===== src/dpio_defines.svh =====
// register offsets, field positions and reset values for the dual parallel port block
`ifndef DPIO_DEFINES_SVH
`define DPIO_DEFINES_SVH
// printed offsets are not all multiples of four: they are indices, byte address = 4 * index
`define DPIO_IDX_F_LATCH 12'h440
`define DPIO_IDX_G_LATCH 12'h441
`define DPIO_IDX_G_DIR 12'h445
`define DPIO_IDX_F_DIR 12'h444
`define DPIO_IDX_ADC_SEL 12'h446
`define DPIO_ADDR_W 14
`define DPIO_DIR_RESET 8'h00
`define DPIO_ADC_SEL_RESET 4'h0
`define DPIO_ADC_EN_BIT 3
`define DPIO_TIMER_LSB 4
`endif


===== src/dpio_pkg.sv =====
// types shared by the dual parallel port block
package dpio_pkg;
    // one port's register pair
    typedef struct packed {
        logic [7:0] latch;
        logic [7:0] dir;
    } dpio_port_regs_t;
    // pin driver bundle for one port
    typedef struct packed {
        logic [7:0] out;
        logic [7:0] oe;
    } dpio_pin_drive_t;
    typedef enum logic [1:0] {
        DPIO_SEL_NONE = 2'b00,
        DPIO_SEL_F_LATCH = 2'b01,
        DPIO_SEL_G_LATCH = 2'b10
    } dpio_unused_t;
endpackage


===== src/dpio_sync2.sv =====
// two-flop synchroniser for a bus of pin levels
`timescale 1ns/10ps
`default_nettype none
module dpio_sync2 #(
    parameter int WIDTH = 8
) (
    // clock and reset
    input wire logic pclk,
    input wire logic presetn,
    // asynchronous levels in, synchronised levels out
    input wire logic [WIDTH-1:0] async_in,
    output logic [WIDTH-1:0] sync_out
);
    logic [WIDTH-1:0] meta_q;
    // first stage is read only by the second stage
    always_ff @(posedge pclk or negedge presetn) begin
        if (!presetn) begin
            meta_q <= '0;
            sync_out <= '0;
        end else begin
            meta_q <= async_in;
            sync_out <= meta_q;
        end
    end
endmodule
`default_nettype wire


===== src/dpio_top.sv =====
// dual 8-bit parallel port block with APB register access
//
// Functional notes
// two ports of eight pins, each pin with a writable latch bit
// latch contents are not touched by reset
// direction one enables the pin driver, zero disables it
// reset clears every direction bit of both ports
// first port data read returns latch where direction is one
// data read returns synchronised pin level where direction is zero
// latch bits accept writes whatever the direction
// writing an input pin's latch changes only the stored value
// timer edge/level select hands upper first-port pins to timer
// converter channel select forces chosen second-port pin to analog input
// unselected second-port pins stay ordinary digital I/O
// second port data register decoded at its own index, same read selection
// second port direction register at its own index, resets to zero
// software should load latch before turning a pin to output
// software should avoid digital reads of pins carrying analog voltage
// output pins drive latch value; registers update on the write strobe
`timescale 1ns/10ps
`default_nettype none
`include "dpio_defines.svh"
module dpio_top
    import dpio_pkg::*;
#(
    parameter int PORT_W = 8
) (
    // clock and reset
    input wire logic pclk,
    input wire logic presetn,
    // apb slave
    input wire logic psel,
    input wire logic penable,
    input wire logic pwrite,
    input wire logic [31:0] paddr,
    input wire logic [31:0] pwdata,
    input wire logic [3:0] pstrb,
    output logic [31:0] prdata,
    output logic pready,
    output logic pslverr,
    // first port pins, upper four shared with the second timer module
    input wire logic [7:0] first_port_pin_in,
    output logic [7:0] first_port_pin_out,
    output logic [7:0] first_port_pin_oe,
    // timer channel pins: per-channel edge/level select, drive and enable
    input wire logic [7:0] edge_level_select,
    input wire logic [3:0] timer_channel_out,
    input wire logic [3:0] timer_channel_oe,
    output logic [3:0] timer_channel_in,
    // second port pins, all shared with the converter
    input wire logic [7:0] second_port_pin_in,
    output logic [7:0] second_port_pin_out,
    output logic [7:0] second_port_pin_oe,
    // converter analog input selection, one-hot
    output logic [7:0] analog_input_pins
);
    // ==========================================================
    // elaboration checks
    // timer channels sit on the upper pins of the first port
    localparam int TIMER_PINS = 4;

    generate
        // register map, read mux and pin structs are all one byte wide
        if (PORT_W != 8) begin : g_bad_width
            $error("dpio_top supports only 8-bit ports");
        end
        // the shared timer pins must fit inside the first port
        if (`DPIO_TIMER_LSB + TIMER_PINS > PORT_W) begin : g_bad_timer
            $error("timer pins do not fit in the first port");
        end
    endgenerate

    // ==========================================================
    // decode helpers
    // register index from a byte address; words are aligned
    // the byte-lane bits are dropped here, alignment is checked by the caller
    function automatic logic [11:0] reg_index(input logic [31:0] addr);
        reg_index = addr[13:2];
    endfunction

    // latch where driven, pin where input
    function automatic logic [7:0] read_mix(input logic [7:0] latch,
                                            input logic [7:0] dir,
                                            input logic [7:0] pin);
        read_mix = (latch & dir) | (pin & ~dir);
    endfunction

    // ==========================================================
    // bus decode
    logic [11:0] idx;
    logic hit_f_latch;
    logic hit_g_latch;
    logic hit_f_dir;
    logic hit_g_dir;
    logic hit_adc;
    logic mapped;
    logic aligned;
    logic wr_en;
    logic rd_en;
    logic access;

    assign idx = reg_index(paddr);
    // upper address bits must be zero, so aliases of the map never hit a register
    assign aligned = (paddr[1:0] == 2'h0) && (paddr[31:`DPIO_ADDR_W] == '0);
    assign hit_f_latch = aligned && (idx == `DPIO_IDX_F_LATCH);
    assign hit_g_latch = aligned && (idx == `DPIO_IDX_G_LATCH);
    assign hit_f_dir = aligned && (idx == `DPIO_IDX_F_DIR);
    assign hit_g_dir = aligned && (idx == `DPIO_IDX_G_DIR);
    assign hit_adc = aligned && (idx == `DPIO_IDX_ADC_SEL);
    // one hit per register; an unmapped index falls through to the error answer
    assign mapped = hit_f_latch | hit_g_latch | hit_f_dir | hit_g_dir | hit_adc;
    // access is the first access cycle only: masking with pready keeps a request
    // that is still held in the answer cycle from writing a second time
    assign access = psel && penable && !pready;
    assign wr_en = access && pwrite && pstrb[0] && mapped;
    assign rd_en = access && !pwrite;

    // per-register write strobes for the register processes below
    logic wr_f_latch;
    logic wr_g_latch;
    logic wr_f_dir;
    logic wr_g_dir;
    logic wr_adc;

    assign wr_f_latch = wr_en && hit_f_latch;
    assign wr_g_latch = wr_en && hit_g_latch;
    assign wr_f_dir = wr_en && hit_f_dir;
    assign wr_g_dir = wr_en && hit_g_dir;
    assign wr_adc = wr_en && hit_adc;

    // ==========================================================
    // register state
    // latch and direction sit in separate flops: the latches have no reset and the
    // direction bits do, so they cannot share one variable across two processes
    logic [7:0] f_latch_q;
    logic [7:0] g_latch_q;
    logic [7:0] f_dir_q;
    logic [7:0] g_dir_q;
    logic [3:0] adc_sel_q;
    dpio_port_regs_t port_f;
    dpio_port_regs_t port_g;

    // bundled views for the pin and read logic
    assign port_f = {f_latch_q, f_dir_q};
    assign port_g = {g_latch_q, g_dir_q};

    // eight-bit latches, not reset
    // no reset branch: a latch holds its value across reset, so it powers up unknown
    // and software has to load it before turning a pin to output
    // write on strobe
    always_ff @(posedge pclk) begin
        if (wr_f_latch) begin
            f_latch_q <= pwdata[7:0];
        end
        if (wr_g_latch) begin
            g_latch_q <= pwdata[7:0];
        end
    end

    // direction reset
    // every pin leaves reset as an input, so nothing is driven before software asks
    always_ff @(posedge pclk or negedge presetn) begin
        if (!presetn) begin
            f_dir_q <= `DPIO_DIR_RESET;
            g_dir_q <= `DPIO_DIR_RESET;
        end else begin
            if (wr_f_dir) begin
                f_dir_q <= pwdata[7:0];
            end
            if (wr_g_dir) begin
                g_dir_q <= pwdata[7:0];
            end
        end
    end

    // converter channel select: bit 3 enables, bits 2:0 pick the pin
    // with the enable clear every second-port pin stays digital
    always_ff @(posedge pclk or negedge presetn) begin
        if (!presetn) begin
            adc_sel_q <= `DPIO_ADC_SEL_RESET;
        end else if (wr_adc) begin
            adc_sel_q <= pwdata[3:0];
        end
    end

    // ==========================================================
    // pin synchronisers
    // pins change with no regard to pclk: two flops stand before any logic reads them
    // these levels feed the read-back of input pins
    logic [7:0] f_pin_s;
    logic [7:0] g_pin_s;

    dpio_sync2 #(.WIDTH(8)) u_sync_f (
        .pclk(pclk),
        .presetn(presetn),
        .async_in(first_port_pin_in),
        .sync_out(f_pin_s)
    );

    dpio_sync2 #(.WIDTH(8)) u_sync_g (
        .pclk(pclk),
        .presetn(presetn),
        .async_in(second_port_pin_in),
        .sync_out(g_pin_s)
    );

    // ==========================================================
    // pin ownership
    logic [3:0] timer_own;
    logic [7:0] analog_own;
    dpio_pin_drive_t f_drive;
    dpio_pin_drive_t g_drive;

    // timer takes a pin when its select field is nonzero
    // a zero field hands the pin back to the port logic
    genvar ch;
    generate
        for (ch = 0; ch < TIMER_PINS; ch++) begin : g_timer
            assign timer_own[ch] = |edge_level_select[2*ch +: 2];
        end
    endgenerate

    // one-hot analog selection
    // only the selected pin is taken; the others stay ordinary digital pins
    always_comb begin
        analog_own = 8'h00;
        if (adc_sel_q[`DPIO_ADC_EN_BIT]) begin
            analog_own[adc_sel_q[2:0]] = 1'b1;
        end
    end

    // drive from latch, gated by direction
    always_comb begin
        f_drive.out = port_f.latch;
        f_drive.oe = port_f.dir;
        // timer overrides upper pins
        // the timer drives through its own enable, the direction bit has no say here
        for (int i = 0; i < TIMER_PINS; i++) begin
            if (timer_own[i]) begin
                f_drive.out[`DPIO_TIMER_LSB + i] = timer_channel_out[i];
                f_drive.oe[`DPIO_TIMER_LSB + i] = timer_channel_oe[i];
            end
        end
        g_drive.out = port_g.latch;
        // analog pin never driven, the rest follow their direction bits
        g_drive.oe = port_g.dir & ~analog_own;
    end

    // registered pin outputs; one cycle after the write strobe
    // reset parks every driver off; out levels do not matter while oe is low
    // timer channel inputs follow the synchronised pins whoever drives them
    always_ff @(posedge pclk or negedge presetn) begin
        if (!presetn) begin
            first_port_pin_out <= 8'h00;
            first_port_pin_oe <= 8'h00;
            second_port_pin_out <= 8'h00;
            second_port_pin_oe <= 8'h00;
            timer_channel_in <= 4'h0;
            analog_input_pins <= 8'h00;
        end else begin
            first_port_pin_out <= f_drive.out;
            first_port_pin_oe <= f_drive.oe;
            second_port_pin_out <= g_drive.out;
            second_port_pin_oe <= g_drive.oe;
            timer_channel_in <= f_pin_s[7:4];
            analog_input_pins <= analog_own;
        end
    end

    // ==========================================================
    // read data
    logic [7:0] rd_mux;

    // latch-or-pin read
    // input pins come through the synchroniser, so a read sees them two cycles late
    // unmapped and unaligned reads fall through to zero
    always_comb begin
        rd_mux = 8'h00;
        if (hit_f_latch) begin
            rd_mux = read_mix(port_f.latch, port_f.dir, f_pin_s);
        end else if (hit_g_latch) begin
            rd_mux = read_mix(port_g.latch, port_g.dir, g_pin_s);
        end else if (hit_f_dir) begin
            rd_mux = port_f.dir;
        end else if (hit_g_dir) begin
            rd_mux = port_g.dir;
        end else if (hit_adc) begin
            rd_mux = {4'h0, adc_sel_q};
        end
    end

    // pready pulses for one cycle, the cycle after the first access cycle
    // prdata is loaded only on reads, so it holds between them
    always_ff @(posedge pclk or negedge presetn) begin
        if (!presetn) begin
            pready <= 1'b0;
            pslverr <= 1'b0;
            prdata <= 32'h0000_0000;
        end else begin
            pready <= access;
            pslverr <= access && !mapped;
            if (rd_en) begin
                prdata <= {24'h00_0000, rd_mux};
            end
        end
    end
endmodule
`default_nettype wire


===== config.mk =====
export PLATFORM = sky130hd
export DESIGN_NAME = dpio_top
export DESIGN_NICKNAME = d
export VERILOG_FILES = /design/src/dpio_pkg.sv /design/src/dpio_sync2.sv /design/src/dpio_top.sv
export VERILOG_INCLUDE_DIRS = /design/src
export SDC_FILE = /design/constraint.sdc
export NUM_CORES = 1
export LEC_CHECK = 0
export ABC_AREA = 0
export BUFFER_PORTS_ARGS = -buffer_cell sky130_fd_sc_hd__buf_2
export CAP_MARGIN = 20
export CORE_MARGIN = 3
export CORE_UTILIZATION = 39
export CTS_BUF_LIST = sky130_fd_sc_hd__clkbuf_8
export CTS_CLUSTER_SIZE = 24
export DETAILED_ROUTE_END_ITERATION = 10
export PLACE_DENSITY = 0.76
export REMOVE_ABC_BUFFERS = 1
export SKIP_CTS_REPAIR_TIMING = 1
export SYNTH_ARGS = -nofsm -noshare
export SYNTH_HDL_FRONTEND = slang
export SYNTH_SLANG_ARGS = --single-unit

===== constraint.sdc =====
create_clock -name pclk -period 2.4 [get_ports pclk]
set_clock_uncertainty 0.2 [all_clocks]
set_input_delay 0.48 -clock pclk [delete_from_list [all_inputs] [get_ports pclk]]
set_output_delay 0.48 -clock pclk [all_outputs]
set_load 0.01 [all_outputs]

# After elaboration in Yosys (flattened, before gate mapping)
# Cells that the tools add are included.
# Widths: inputs -> output; s select.
dict set report totals {
  regBits 122
  inputBits 105
  output_inout_bits 78
}
dict set report op_classes {
  order_cmp 2
  eq_ne 5
  muxes 16
  bitwise 14
  n_reduce_logical 28
}
# cell count
set ops {}
lappend ops {{$eq 12x11->1 const B} 5}
lappend ops {{$and 8x8->8} 5}
lappend ops {{$mux 8} 5}
lappend ops {{$not 8->8} 3}
lappend ops {{$logic_and 1x1->1} 19}
lappend ops {{$logic_not 18->1} 1}
lappend ops {{$or 8x8->8} 2}
lappend ops {{$mux 1} 9}
lappend ops {{$reduce_or 2->1} 4}
lappend ops {{$lt 3x4->1 const B} 1}
lappend ops {{$mux 4} 1}
lappend ops {{$or 1x1->1} 4}
lappend ops {{$demux 1 s3} 1}
lappend ops {{$ge 3x1->1 const B} 1}
lappend ops {{$logic_not 1->1} 3}
lappend ops {{$logic_not 2->1} 1}

# Depth between registers and ports, before layout
# Gate-level depths: netlist of the first run.
dict set report logic_depth {
  word_depth 9
  mapped_depth 6
  depth_no_buf 4
}

# By module
# Synthesis of the first run repeated with hierarchy kept, for this count alone.
dict set report hier_totals {
  cells_unflattened 314
  hier_area_um2 4669.5
}
# mod n_inst cells_each area_per_inst_um2 seq_area_each_um2
set modules_own_cells {}
lappend modules_own_cells {dpio_top 1 282 3868.7 2332.2}
lappend modules_own_cells {dpio_sync2 2 16 400.4 400.4}

# Least setup slack after synthesis of the first run
# Ideal clock, no wire load.
dict set report synth_path {
  kind {input-to-reg}
  start {input paddr[5]}
  end {register f_latch_q[0] (enable)}
  t_arrival_ns 1.957
  t_required_ns 1.805
  path_slack_ns -0.152
  cell_stages 3
  path_cell_list {nor4_2 > nand3_1 > nor4_1}
}
dict set report synth_via {
  elab_chain_cells 8
  elab_cells_between_ends 16
  classes_between {eq/ne: 5; bitwise: 4; reduce/logical: 7}
}
# element line_no
set synth_lines {}
lappend synth_lines {{start: declaration} dpio_top.sv:35} ;# input wire logic [31:0] paddr,
lappend synth_lines {{$eq 12x11->1 (no line)} n/a}
lappend synth_lines {{$logic_and 1x1->1 (on tied branches)} {dpio_top.sv:105, dpio_top.sv:106}}
lappend synth_lines {{$or 1x1->1 (4 in a row)} dpio_top.sv:111} ;# assign mapped = hit_f_latch | hit_g_latch | hit_f_dir | hit_g_dir | hit_adc;
lappend synth_lines {{$logic_and 1x1->1} dpio_top.sv:115} ;# assign wr_en = access && pwrite && pstrb[0] && mapped;
lappend synth_lines {{$logic_and 1x1->1 (*)} dpio_top.sv:125} ;# assign wr_f_latch = wr_en && hit_f_latch;
lappend synth_lines {{via wr_f_latch} dpio_top.sv:119} ;# logic wr_f_latch;
lappend synth_lines {{end signal: assignment} dpio_top.sv:153} ;# f_latch_q <= pwdata[7:0];
lappend synth_lines {{end: declaration} dpio_top.sv:135} ;# logic [7:0] f_latch_q;
# Mark *: on every way through the listed nets, which the timed path passes. The rest lies on a longest branch.
# A chain may end at the register's enable or synchronous reset.

# Worst setup path after layout of the first run
dict set report layout_path {
  start {register pready}
  end {register g_dir_q[0]}
}
dict set report layout_via {
  elab_chain_cells 6
}
# element line_no
set layout_lines {}
lappend layout_lines {{start: declaration} dpio_top.sv:39} ;# output logic pready,
lappend layout_lines {{start signal: assignment} dpio_top.sv:300} ;# pready <= access;
lappend layout_lines {{$logic_not 1->1} dpio_top.sv:114} ;# assign access = psel && penable && !pready;
lappend layout_lines {{$logic_and 1x1->1} dpio_top.sv:114}
lappend layout_lines {{$logic_and 1x1->1 (3 in a row)} dpio_top.sv:115}
lappend layout_lines {{$logic_and 1x1->1} dpio_top.sv:128} ;# assign wr_g_dir = wr_en && hit_g_dir;
lappend layout_lines {{end signal: assignment} dpio_top.sv:165} ;# g_dir_q <= `DPIO_DIR_RESET;
lappend layout_lines {{end signal: assignment} dpio_top.sv:171} ;# g_dir_q <= pwdata[7:0];
lappend layout_lines {{end: declaration} dpio_top.sv:138} ;# logic [7:0] g_dir_q;
# No other way between the ends.

==> impl_metrics.json, run 1 <==
{
  "finalCritPeriodShare_pct": 83.1,
  "crit_chain": "and3b_1, nand4b_1, nor4_4, buf_4, mux2_4",
  "grt_overflow": 0,
  "cts.sink_count": 122,
  "drc": 0,
  "final_core_utilization_pct": 53.4,
  "path_max_fanout": 5,
  "routabilityCongestion": 0.858,
  "end_kind": "flip-flop",
  "portBuffers": 131,
  "antenna_left": 0,
  "ys_warn_count": 0,
  "synth_cells": 312,
  "post-dp-hpwl_um": 7900,
  "crit_type": "flip-flop to flip-flop",
  "synthToLayoutAreaGrowth_pct": 32.5,
  "cts_root_buffer": "clkbuf_8",
  "core-area_mm2": 0.0116,
  "cts_tree": "done",
  "h-tree-depth": 4,
  "setup_tns_ns": 0,
  "layout_min_cycle_time_ns": 1.99,
  "grt_max_degree": 107,
  "max_cap_viol_count": 0,
  "synth_cell_types": 41,
  "power_mw": 4.54,
  "avgSynthCellArea_um2": 14.9,
  "power_density_mw_per_mm2": 736,
  "grt_usage_pct": 17.0,
  "clk_pin_slew_ns": 0.07,
  "p_leak_nw": 2.98,
  "setup_viol": 0,
  "drt-total-wl_um": 10800,
  "maxSlewViolCount": 0,
  "rows": 39,
  "hold_ws_ns": 0.0741,
  "wire_per_inst_um": 16.8,
  "slew_headroom_pct": 63.0,
  "ys_seq_elements": 122,
  "hold_class": "input port to flip-flop",
  "ir_drop_uv": 318,
  "die_y_um": 115,
  "final_common_cell": "buf_2",
  "vias_per_cell": 4.81,
  "cpMaxStageDelayCell": "dfrtp_1",
  "start_util_pct": 40.3,
  "pin_count": 183,
  "antenna_found_initial": 0,
  "syn_area_mm2": 0.00466,
  "yosysSeqAreaShare_pct": 67.2,
  "highest_layer": "met4",
  "die_w_um": 115,
  "worst_pin_slew_ns": 0.555,
  "n_fill_cell": 995,
  "dr.pass1.iters": 4,
  "rsz0062_at_grt": "false",
  "first_global_vias": 3314,
  "critPathLaunchType": "flip-flop",
  "met1Wirelength_um": 4370,
  "cpPeakStageDelay_ns": 0.40,
  "most-common-layout-cells": "buf_2 (130), dfrtp_1 (106), mux2_2 (24), conb_1 (24)",
  "clk_latency_ns": 0.44,
  "cts_buffers": 17,
  "design_area_mm2": 0.00617,
  "placed_cell_area_mm2": 0.00554,
  "fin_nets": 595,
  "maxClockFrequency_mhz": 501,
  "n_antenna_cell": 0,
  "wl_met3_um": 853,
  "clk_path_buf_depth": 2,
  "fp.dieArea_mm2": 0.0133,
  "drive_gt1_share_pct": 44.7,
  "grt_pass1_wl_um": 16800,
  "worstPathRequired_ns": 2.51,
  "hold_viol": 0,
  "arrival_ns": 2.11,
  "drt_iter0_markers": 208,
  "num_vias": 3099,
  "status": "finished clean",
  "wl_met2_um": 5440
}
Yosys cell counts (all sizes together):
cell type,number,share of area [%]
dfrtp,106,57
mux2,32,8.4
buf,25,3.9
nand2,17,1.4
edfxtp,16,10
mux2i,14,3.0
nor2,14,1.1
nor4,10,3.2
nor2b,8,1.1
o22ai,8,1.1
nand2b,7,0.94
clkbuf,6,0.48
nand4,5,1.1
nor3,5,0.64
a21oi,4,0.43
a22oi,4,0.64
o211ai,4,0.64
o31ai,4,0.64
a221oi,2,0.38
and4,2,0.38
inv,2,0.16
nand3,2,0.21
nor3b,2,0.32
nor4bb,2,0.43
o2111ai,2,0.38
a21boi,1,0.16
and2,1,0.13
and3b,1,0.19
conb,1,0.080
nand4b,1,0.19
nand4bb,1,0.24
nor4b,1,0.51
o21a,1,0.16
or2,1,0.13
state kept, by name, indices dropped and copies added, names as in the netlist:
name,flops
analog_input_pins,8
f_dir_q,8
f_latch_q,8
first_port_pin_oe,8
first_port_pin_out,8
g_dir_q,8
g_latch_q,8
prdata,8
second_port_pin_oe,8
second_port_pin_out,8
u_sync_f.meta_q,8
u_sync_f.sync_out,8
u_sync_g.meta_q,8
u_sync_g.sync_out,8
adc_sel_q,4
timer_channel_in,4
pready,1
pslverr,1
power by group:
| part | internal, mW | switching (mW) |
|---|---|---|
| combinational | 0.113 | 0.146 |
| sequential | 2.13 | 0.0123 |
| clock | 1.37 | 0.765 |
| total | 3.62 | 0.923 |
critical path: cells and delay by family, from the launching register on:
kind / cells / cell delay (ns)
buf+inv: 1 / 0.21
simple gates: 3 / 0.74
flops: 1 / 0.40
mux: 1 / 0.31
per-layer routing:
layer	GRT usage, %	up-vias
li1	-	1431
met5	0	-
met2	26.7	138
met4	6.34	0
met3	7.11	18
met1	21.0	1512
layout make-up:
| type | instances | area [µm²] | share of cell area, % |
|---|---|---|---|
| sequential | 122 | 3130 | 50.8 |
| tap | 143 | 179 | 2.90 |
| clock buffer | 19 | 262 | 4.24 |
| inverter | 2 | 7.51 | 0.122 |
| timing repair buffer | 167 | 983 | 15.9 |
| clock inverter | 11 | 203 | 3.28 |
| multi-input combinational | 180 | 1410 | 22.8 |
cells by family after synthesis:
family,count (synthesis),share of synthesized area [%]
compound gates,30,4.51
buf+inv,33,4.59
flops,122,67.2
mux,46,11.4
other cells,1,0.0805
simple gates,80,12.2
through the flow:
stage	setup slack, ns	cells
detailed placement	-0.0314	597
CTS	0.381	627
global placement	0.00474	597
global route	0.302	644
finish	0.405	644
floorplan	-0.152	304
path summary, 6_finish.rpt:
kind,slack (ns),cells after the start,from,to
worst max-delay path,0.41,5,pready,g_dir_q[0]
min in group asynchronous,0.45,3,presetn,u_sync_f.sync_out[1]
worst max register to register,0.41,5,pready,g_dir_q[0]
worst min-delay path,0.07,1,pwdata[6],f_latch_q[6]
worst min register to register,0.14,0,u_sync_g.meta_q[1],u_sync_g.sync_out[1]
max in group asynchronous,1.12,3,presetn,second_port_pin_out[5]
No activity file was read; power rests on OpenSTA's default activity.
==> inputs of run 2 (changes only) <==
==> constraint.sdc (replaced) <==
create_clock -name pclk -period 1.7 [get_ports pclk]
set_clock_uncertainty 0.2 [all_clocks]
set_input_delay 0.34 -clock pclk [delete_from_list [all_inputs] [get_ports pclk]]
set_output_delay 0.34 -clock pclk [all_outputs]
set_load 0.01 [all_outputs]
==> run 2 against run 1 <==
Against the previous run: highest routed layer unchanged; power rose by 39%; via count rose by 5.6%; the flow now finishes with violations (setup timing); largest power group unchanged; combinational power increased by 72%.
==> impl_metrics.json, run 2 (synthesized netlist as in run 1, its figures left out) <==
{
  "n_antenna_cell": 0,
  "pin_count": 183,
  "hold_viol": 0,
  "cts_buffers": 17,
  "final_common_cell": "buf_2",
  "start_util_pct": 40.3,
  "max_cap_viol_count": 0,
  "arrival_ns": 2.01,
  "power_density_mw_per_mm2": 968,
  "num_vias": 3274,
  "violations": "setup timing",
  "clk_pin_slew_ns": 0.08,
  "p_leak_nw": 3.13,
  "switchingPower_mw": 1.37,
  "most-common-layout-cells": "buf_2 (125), dfrtp_1 (106), dlygate4sd3_1 (33), buf_4 (28)",
  "setup_viol": 36,
  "cpMaxStageDelayCell": "dfrtp_1",
  "crit_chain": "and3b_2, buf_4, nand4_1, nor3_2, buf_4, mux2_2",
  "grt_max_degree": 36,
  "rows": 39,
  "crit_top_cell": "buf_4",
  "dp.cells": 608,
  "crit_type": "flip-flop to flip-flop",
  "ir_drop_uv": 510,
  "drt_iter0_markers": 199,
  "worstPathRequired_ns": 1.81,
  "antenna_left": 0,
  "maxClockFrequency_mhz": 528,
  "grt_usage_pct": 17.2,
  "h-tree-depth": 4,
  "grt_overflow": 0,
  "clk_path_buf_depth": 2,
  "dr.pass1.iters": 4,
  "vias_per_cell": 4.85,
  "status": "finished with violations",
  "antenna_found_initial": 0,
  "sw_frac_of_total_pct": 21.7,
  "layout_min_cycle_time_ns": 1.89,
  "path_max_fanout": 4,
  "portBuffers": 131,
  "final_cells": 675,
  "finalCritPeriodShare_pct": 111,
  "cpPeakStageDelay_ns": 0.38,
  "end_kind": "flip-flop",
  "grt_pass1_wl_um": 17100,
  "die_w_um": 115,
  "critPathLaunchType": "flip-flop",
  "core-area_mm2": 0.0116,
  "rsz0062_at_grt": "true",
  "setup_tns_ns": -4.09,
  "fin_nets": 624,
  "cts.sink_count": 122,
  "drt-total-wl_um": 11500,
  "wire_per_inst_um": 17.1,
  "cts_root_buffer": "clkbuf_8",
  "first_global_vias": 3238,
  "clk_latency_ns": 0.42,
  "setup_ws_ns": -0.194,
  "cts_tree": "done",
  "fp.dieArea_mm2": 0.0133,
  "seqPwrFrac_pct": 47.9,
  "internal_power_mw": 4.95,
  "drc": 0,
  "routabilityCongestion": 0.887,
  "drive_gt1_share_pct": 45.9,
  "final_core_utilization_pct": 56.5,
  "synthToLayoutAreaGrowth_pct": 40.2,
  "hold_class": "input port to flip-flop",
  "p_comb_share_pct": 7.0,
  "clkPwrFrac_pct": 45.1,
  "maxSlewViolCount": 0,
  "die_y_um": 115,
  "post-dp-hpwl_um": 8380,
  "power_mw": 6.33
}
-- run 2: cell types whose count changed in the layout (fill, tap and decap cells not counted), sizes merged --
cell | previous run | this run
clkbuf | 19 | 17
inv | 4 | 5
dlygate4sd3 | 17 | 33
clkinvlp | 0 | 1
buf | 150 | 163
bufinv | 6 | 5
clkinv | 3 | 6
-- run 2: through the flow --
stage	hold WS, ns	worst slack (ns)	area (µm²)
after CTS	-0.389	-0.234	6070
after global placement	0.0574	-0.435	5630
after floorplan	-0.156	-0.712	4540
after detailed placement	0.0677	-0.533	5630
after global routing	0.0726	-0.247	6530
final	0.0851	-0.194	6530
-- run 2: per-layer routing --
layer / GRT usage (%) / part of all wire, %
met1: 22.8 / 40
met2: 27.7 / 50
met3: 5.63 / 8.6
met4: 3.99 / 1.1
met5: 0 / 0
-- run 2: path summary, 6_finish.rpt --
path	startpoint	depth (start not counted)	slack, ns	to
worst max register to register	pready	6	-0.19	f_dir_q[6]
min in group asynchronous	presetn	2	0.16	second_port_pin_oe[0]
worst max-delay path	pready	6	-0.19	f_dir_q[6]
worst min register to register	u_sync_f.meta_q[2]	0	0.15	u_sync_f.sync_out[2]
worst min-delay path	edge_level_select[2]	3	0.09	first_port_pin_oe[5]
max in group asynchronous	presetn	3	0.60	second_port_pin_oe[1]
-- run 2: power groups by stage --
stage / clock [mW] / combinational (mW) / sequential (mW)
2_1_floorplan: 0 / 0.0978 / 3.09
3_3_place_gp: 0 / 0.354 / 3.08
3_5_place_dp: 0 / 0.365 / 3.09
4_1_cts: 2.90 / 0.366 / 3.03
5_1_grt: 3.03 / 0.490 / 3.03
6_report: 2.85 / 0.445 / 3.03
-- run 2: cell type report --
class	count	area [µm²]
inverter	2	7.51
tap	143	179
clock buffer	17	234
sequential	122	3130
fill	924	5030
timing repair buffer	196	1300
clock inverter	15	206
multi-input combinational	180	1480
-- run 2: critical path, delay by kind of cell (launching register included) --
| kind | cells | cell delay, ns |
|---|---|---|
| simple gates | 3 | 0.57 |
| mux | 1 | 0.34 |
| flops | 1 | 0.38 |
| buf+inv | 2 | 0.29 |
==> inputs of run 3 (changes only) <==
--- a/config.mk
+++ b/config.mk
@@ -7,7 +7,7 @@
 export NUM_CORES = 1
 export LEC_CHECK = 0
 export ABC_AREA = 0
-export BUFFER_PORTS_ARGS = -buffer_cell sky130_fd_sc_hd__buf_2
+export BUFFER_PORTS_ARGS = -buffer_cell sky130_fd_sc_hd__clkbuf_2
 export CAP_MARGIN = 20
 export CORE_MARGIN = 3
 export CORE_UTILIZATION = 39
==> run 3 against run 2 <==
Against the previous run: clock power up 12%; non-clock buffer count unchanged; sequential cell count unchanged; first-iteration DRC count up 12%; critical path depth down 1; the run still ends with setup timing left; worst hold slack worse by 0.017 ns; register-to-register slack about the same; largest cell class unchanged.
==> impl_metrics.json, run 3 (synthesized netlist as in run 1, its figures left out) <==
{
  "maxSlewViolCount": 0,
  "rsz0062_at_grt": "true",
  "routabilityCongestion": 0.880,
  "sw_frac_of_total_pct": 20.7,
  "arrival_ns": 2.01,
  "wire_per_inst_um": 17.1,
  "p_leak_nw": 3.14,
  "hold_ws_ns": 0.0686,
  "cts.sink_count": 122,
  "final_common_cell": "clkbuf_2",
  "setup_ws_ns": -0.195,
  "crit_type": "flip-flop to flip-flop",
  "num_vias": 3281,
  "hold_viol": 0,
  "drc": 0,
  "grt_pass1_wl_um": 16900,
  "path_depth": 5,
  "grt_overflow": 0,
  "die_w_um": 115,
  "h-tree-depth": 4,
  "clk_pin_slew_ns": 0.07,
  "most-common-layout-cells": "clkbuf_2 (130), dfrtp_1 (106), dlygate4sd3_1 (33), buf_4 (27), conb_1 (24)",
  "path_buf_inv": 1,
  "status": "finished with violations",
  "internal_power_mw": 5.28,
  "cts_buffers": 17,
  "finalCritPeriodShare_pct": 111,
  "drt-total-wl_um": 11600,
  "synthToLayoutAreaGrowth_pct": 41.8,
  "crit_chain": "and3b_2, nand4b_1, nor4_4, buf_4, mux2_4",
  "cts_root_buffer": "clkbuf_8",
  "slew_headroom_pct": 63.8,
  "fp.dieArea_mm2": 0.0133,
  "core-area_mm2": 0.0116,
  "critPathLaunchType": "flip-flop",
  "antenna_left": 0,
  "start_util_pct": 40.3,
  "hold_class": "input port to flip-flop",
  "final_cells": 675,
  "cts_tree": "done",
  "rows": 39,
  "maxClockFrequency_mhz": 528,
  "clkPwrFrac_pct": 47.9,
  "path_max_fanout": 5,
  "clk_latency_ns": 0.44,
  "fin_nets": 624,
  "n_antenna_cell": 0,
  "switchingPower_mw": 1.38,
  "worstPathRequired_ns": 1.82,
  "clk_path_buf_depth": 2,
  "n_fill_cell": 917,
  "worst_pin_slew_ns": 0.543,
  "setup_tns_ns": -4.14,
  "violations": "setup timing",
  "r2r.worst_path.cells": 5,
  "layout_min_cycle_time_ns": 1.89,
  "portBuffers": 131,
  "grt_max_degree": 107,
  "cpMaxStageDelayCell": "dfrtp_1",
  "hold_depth": 3,
  "final_core_utilization_pct": 57.1,
  "die_y_um": 115,
  "drive_gt1_share_pct": 46.8,
  "antenna_found_initial": 0,
  "cpPeakStageDelay_ns": 0.38,
  "power_density_mw_per_mm2": 1010,
  "post-dp-hpwl_um": 8110,
  "dp_slack_ns": -0.480,
  "first_global_vias": 3320,
  "grt_usage_pct": 17.0,
  "p_comb_share_pct": 6.6,
  "max_cap_viol_count": 0,
  "dr.pass1.iters": 4,
  "vias_per_cell": 4.86,
  "dp.cells": 607,
  "setup_viol": 41,
  "pin_count": 183,
  "ir_drop_uv": 808,
  "drt_iter0_markers": 223,
  "end_kind": "flip-flop",
  "critPathTopFamily": "simple AND/OR/NAND/NOR gates",
  "seqPwrFrac_pct": 45.5
}
## run 3: worst register-to-register path: cells and delay by family, from the launching register on
kind	cells	cell delay (ns)
DFF	1	0.38
and+or+nand+nor	3	0.71
muxes	1	0.30
buffers and inverters	1	0.19
## run 3: layout make-up
type	instances	area [µm²]	share of cell area [%]
Sequential cell	122	3130	47.4
Clock inverter	14	250	3.79
Tap cell	143	179	2.71
Multi-Input combinational cell	180	1530	23.2
Inverter	2	7.51	0.114
Clock buffer	18	248	3.75
Timing Repair Buffer	196	1260	19.1
## run 3: routing by layer
layer / track usage [%] / wire, µm / share of wire, % / up-vias
met4: 5.63 / 108 / 0.93 / 0
li1: - / - / - / 1488
met2: 27.0 / 5770 / 50 / 135
met3: 6.74 / 812 / 7.0 / 13
met5: 0 / 0 / 0 / -
met1: 21.2 / 4870 / 42 / 1645
## run 3: path summary, 6_finish.rpt
check / start / end / slack, ns
worst max-delay path: pready / g_dir_q[4] / -0.19
worst min-delay path: edge_level_select[2] / first_port_pin_oe[5] / 0.07
worst max register to register: pready / g_dir_q[4] / -0.19
worst min register to register: u_sync_f.meta_q[7] / u_sync_f.sync_out[7] / 0.14
max in group asynchronous: presetn / u_sync_f.meta_q[7] / 0.58
min in group asynchronous: presetn / f_dir_q[0] / 0.34
## run 3: power by group through the flow
stage	clock, mW	combinational [mW]	sequential (mW)
2_1_floorplan	0	0.0978	3.09
3_3_place_gp	0	0.345	3.08
3_5_place_dp	0	0.355	3.09
4_1_cts	3.26	0.356	3.03
5_1_grt	3.38	0.480	3.03
6_report	3.19	0.436	3.03
## run 3: stage by stage
stage               power, mW  cell area, µm²
floorplan                3.19            4540
global placement         3.43            5610
detailed placement       3.44            5610
CTS                      6.65            6110
global route             6.90            6610
finish                   6.66            6610
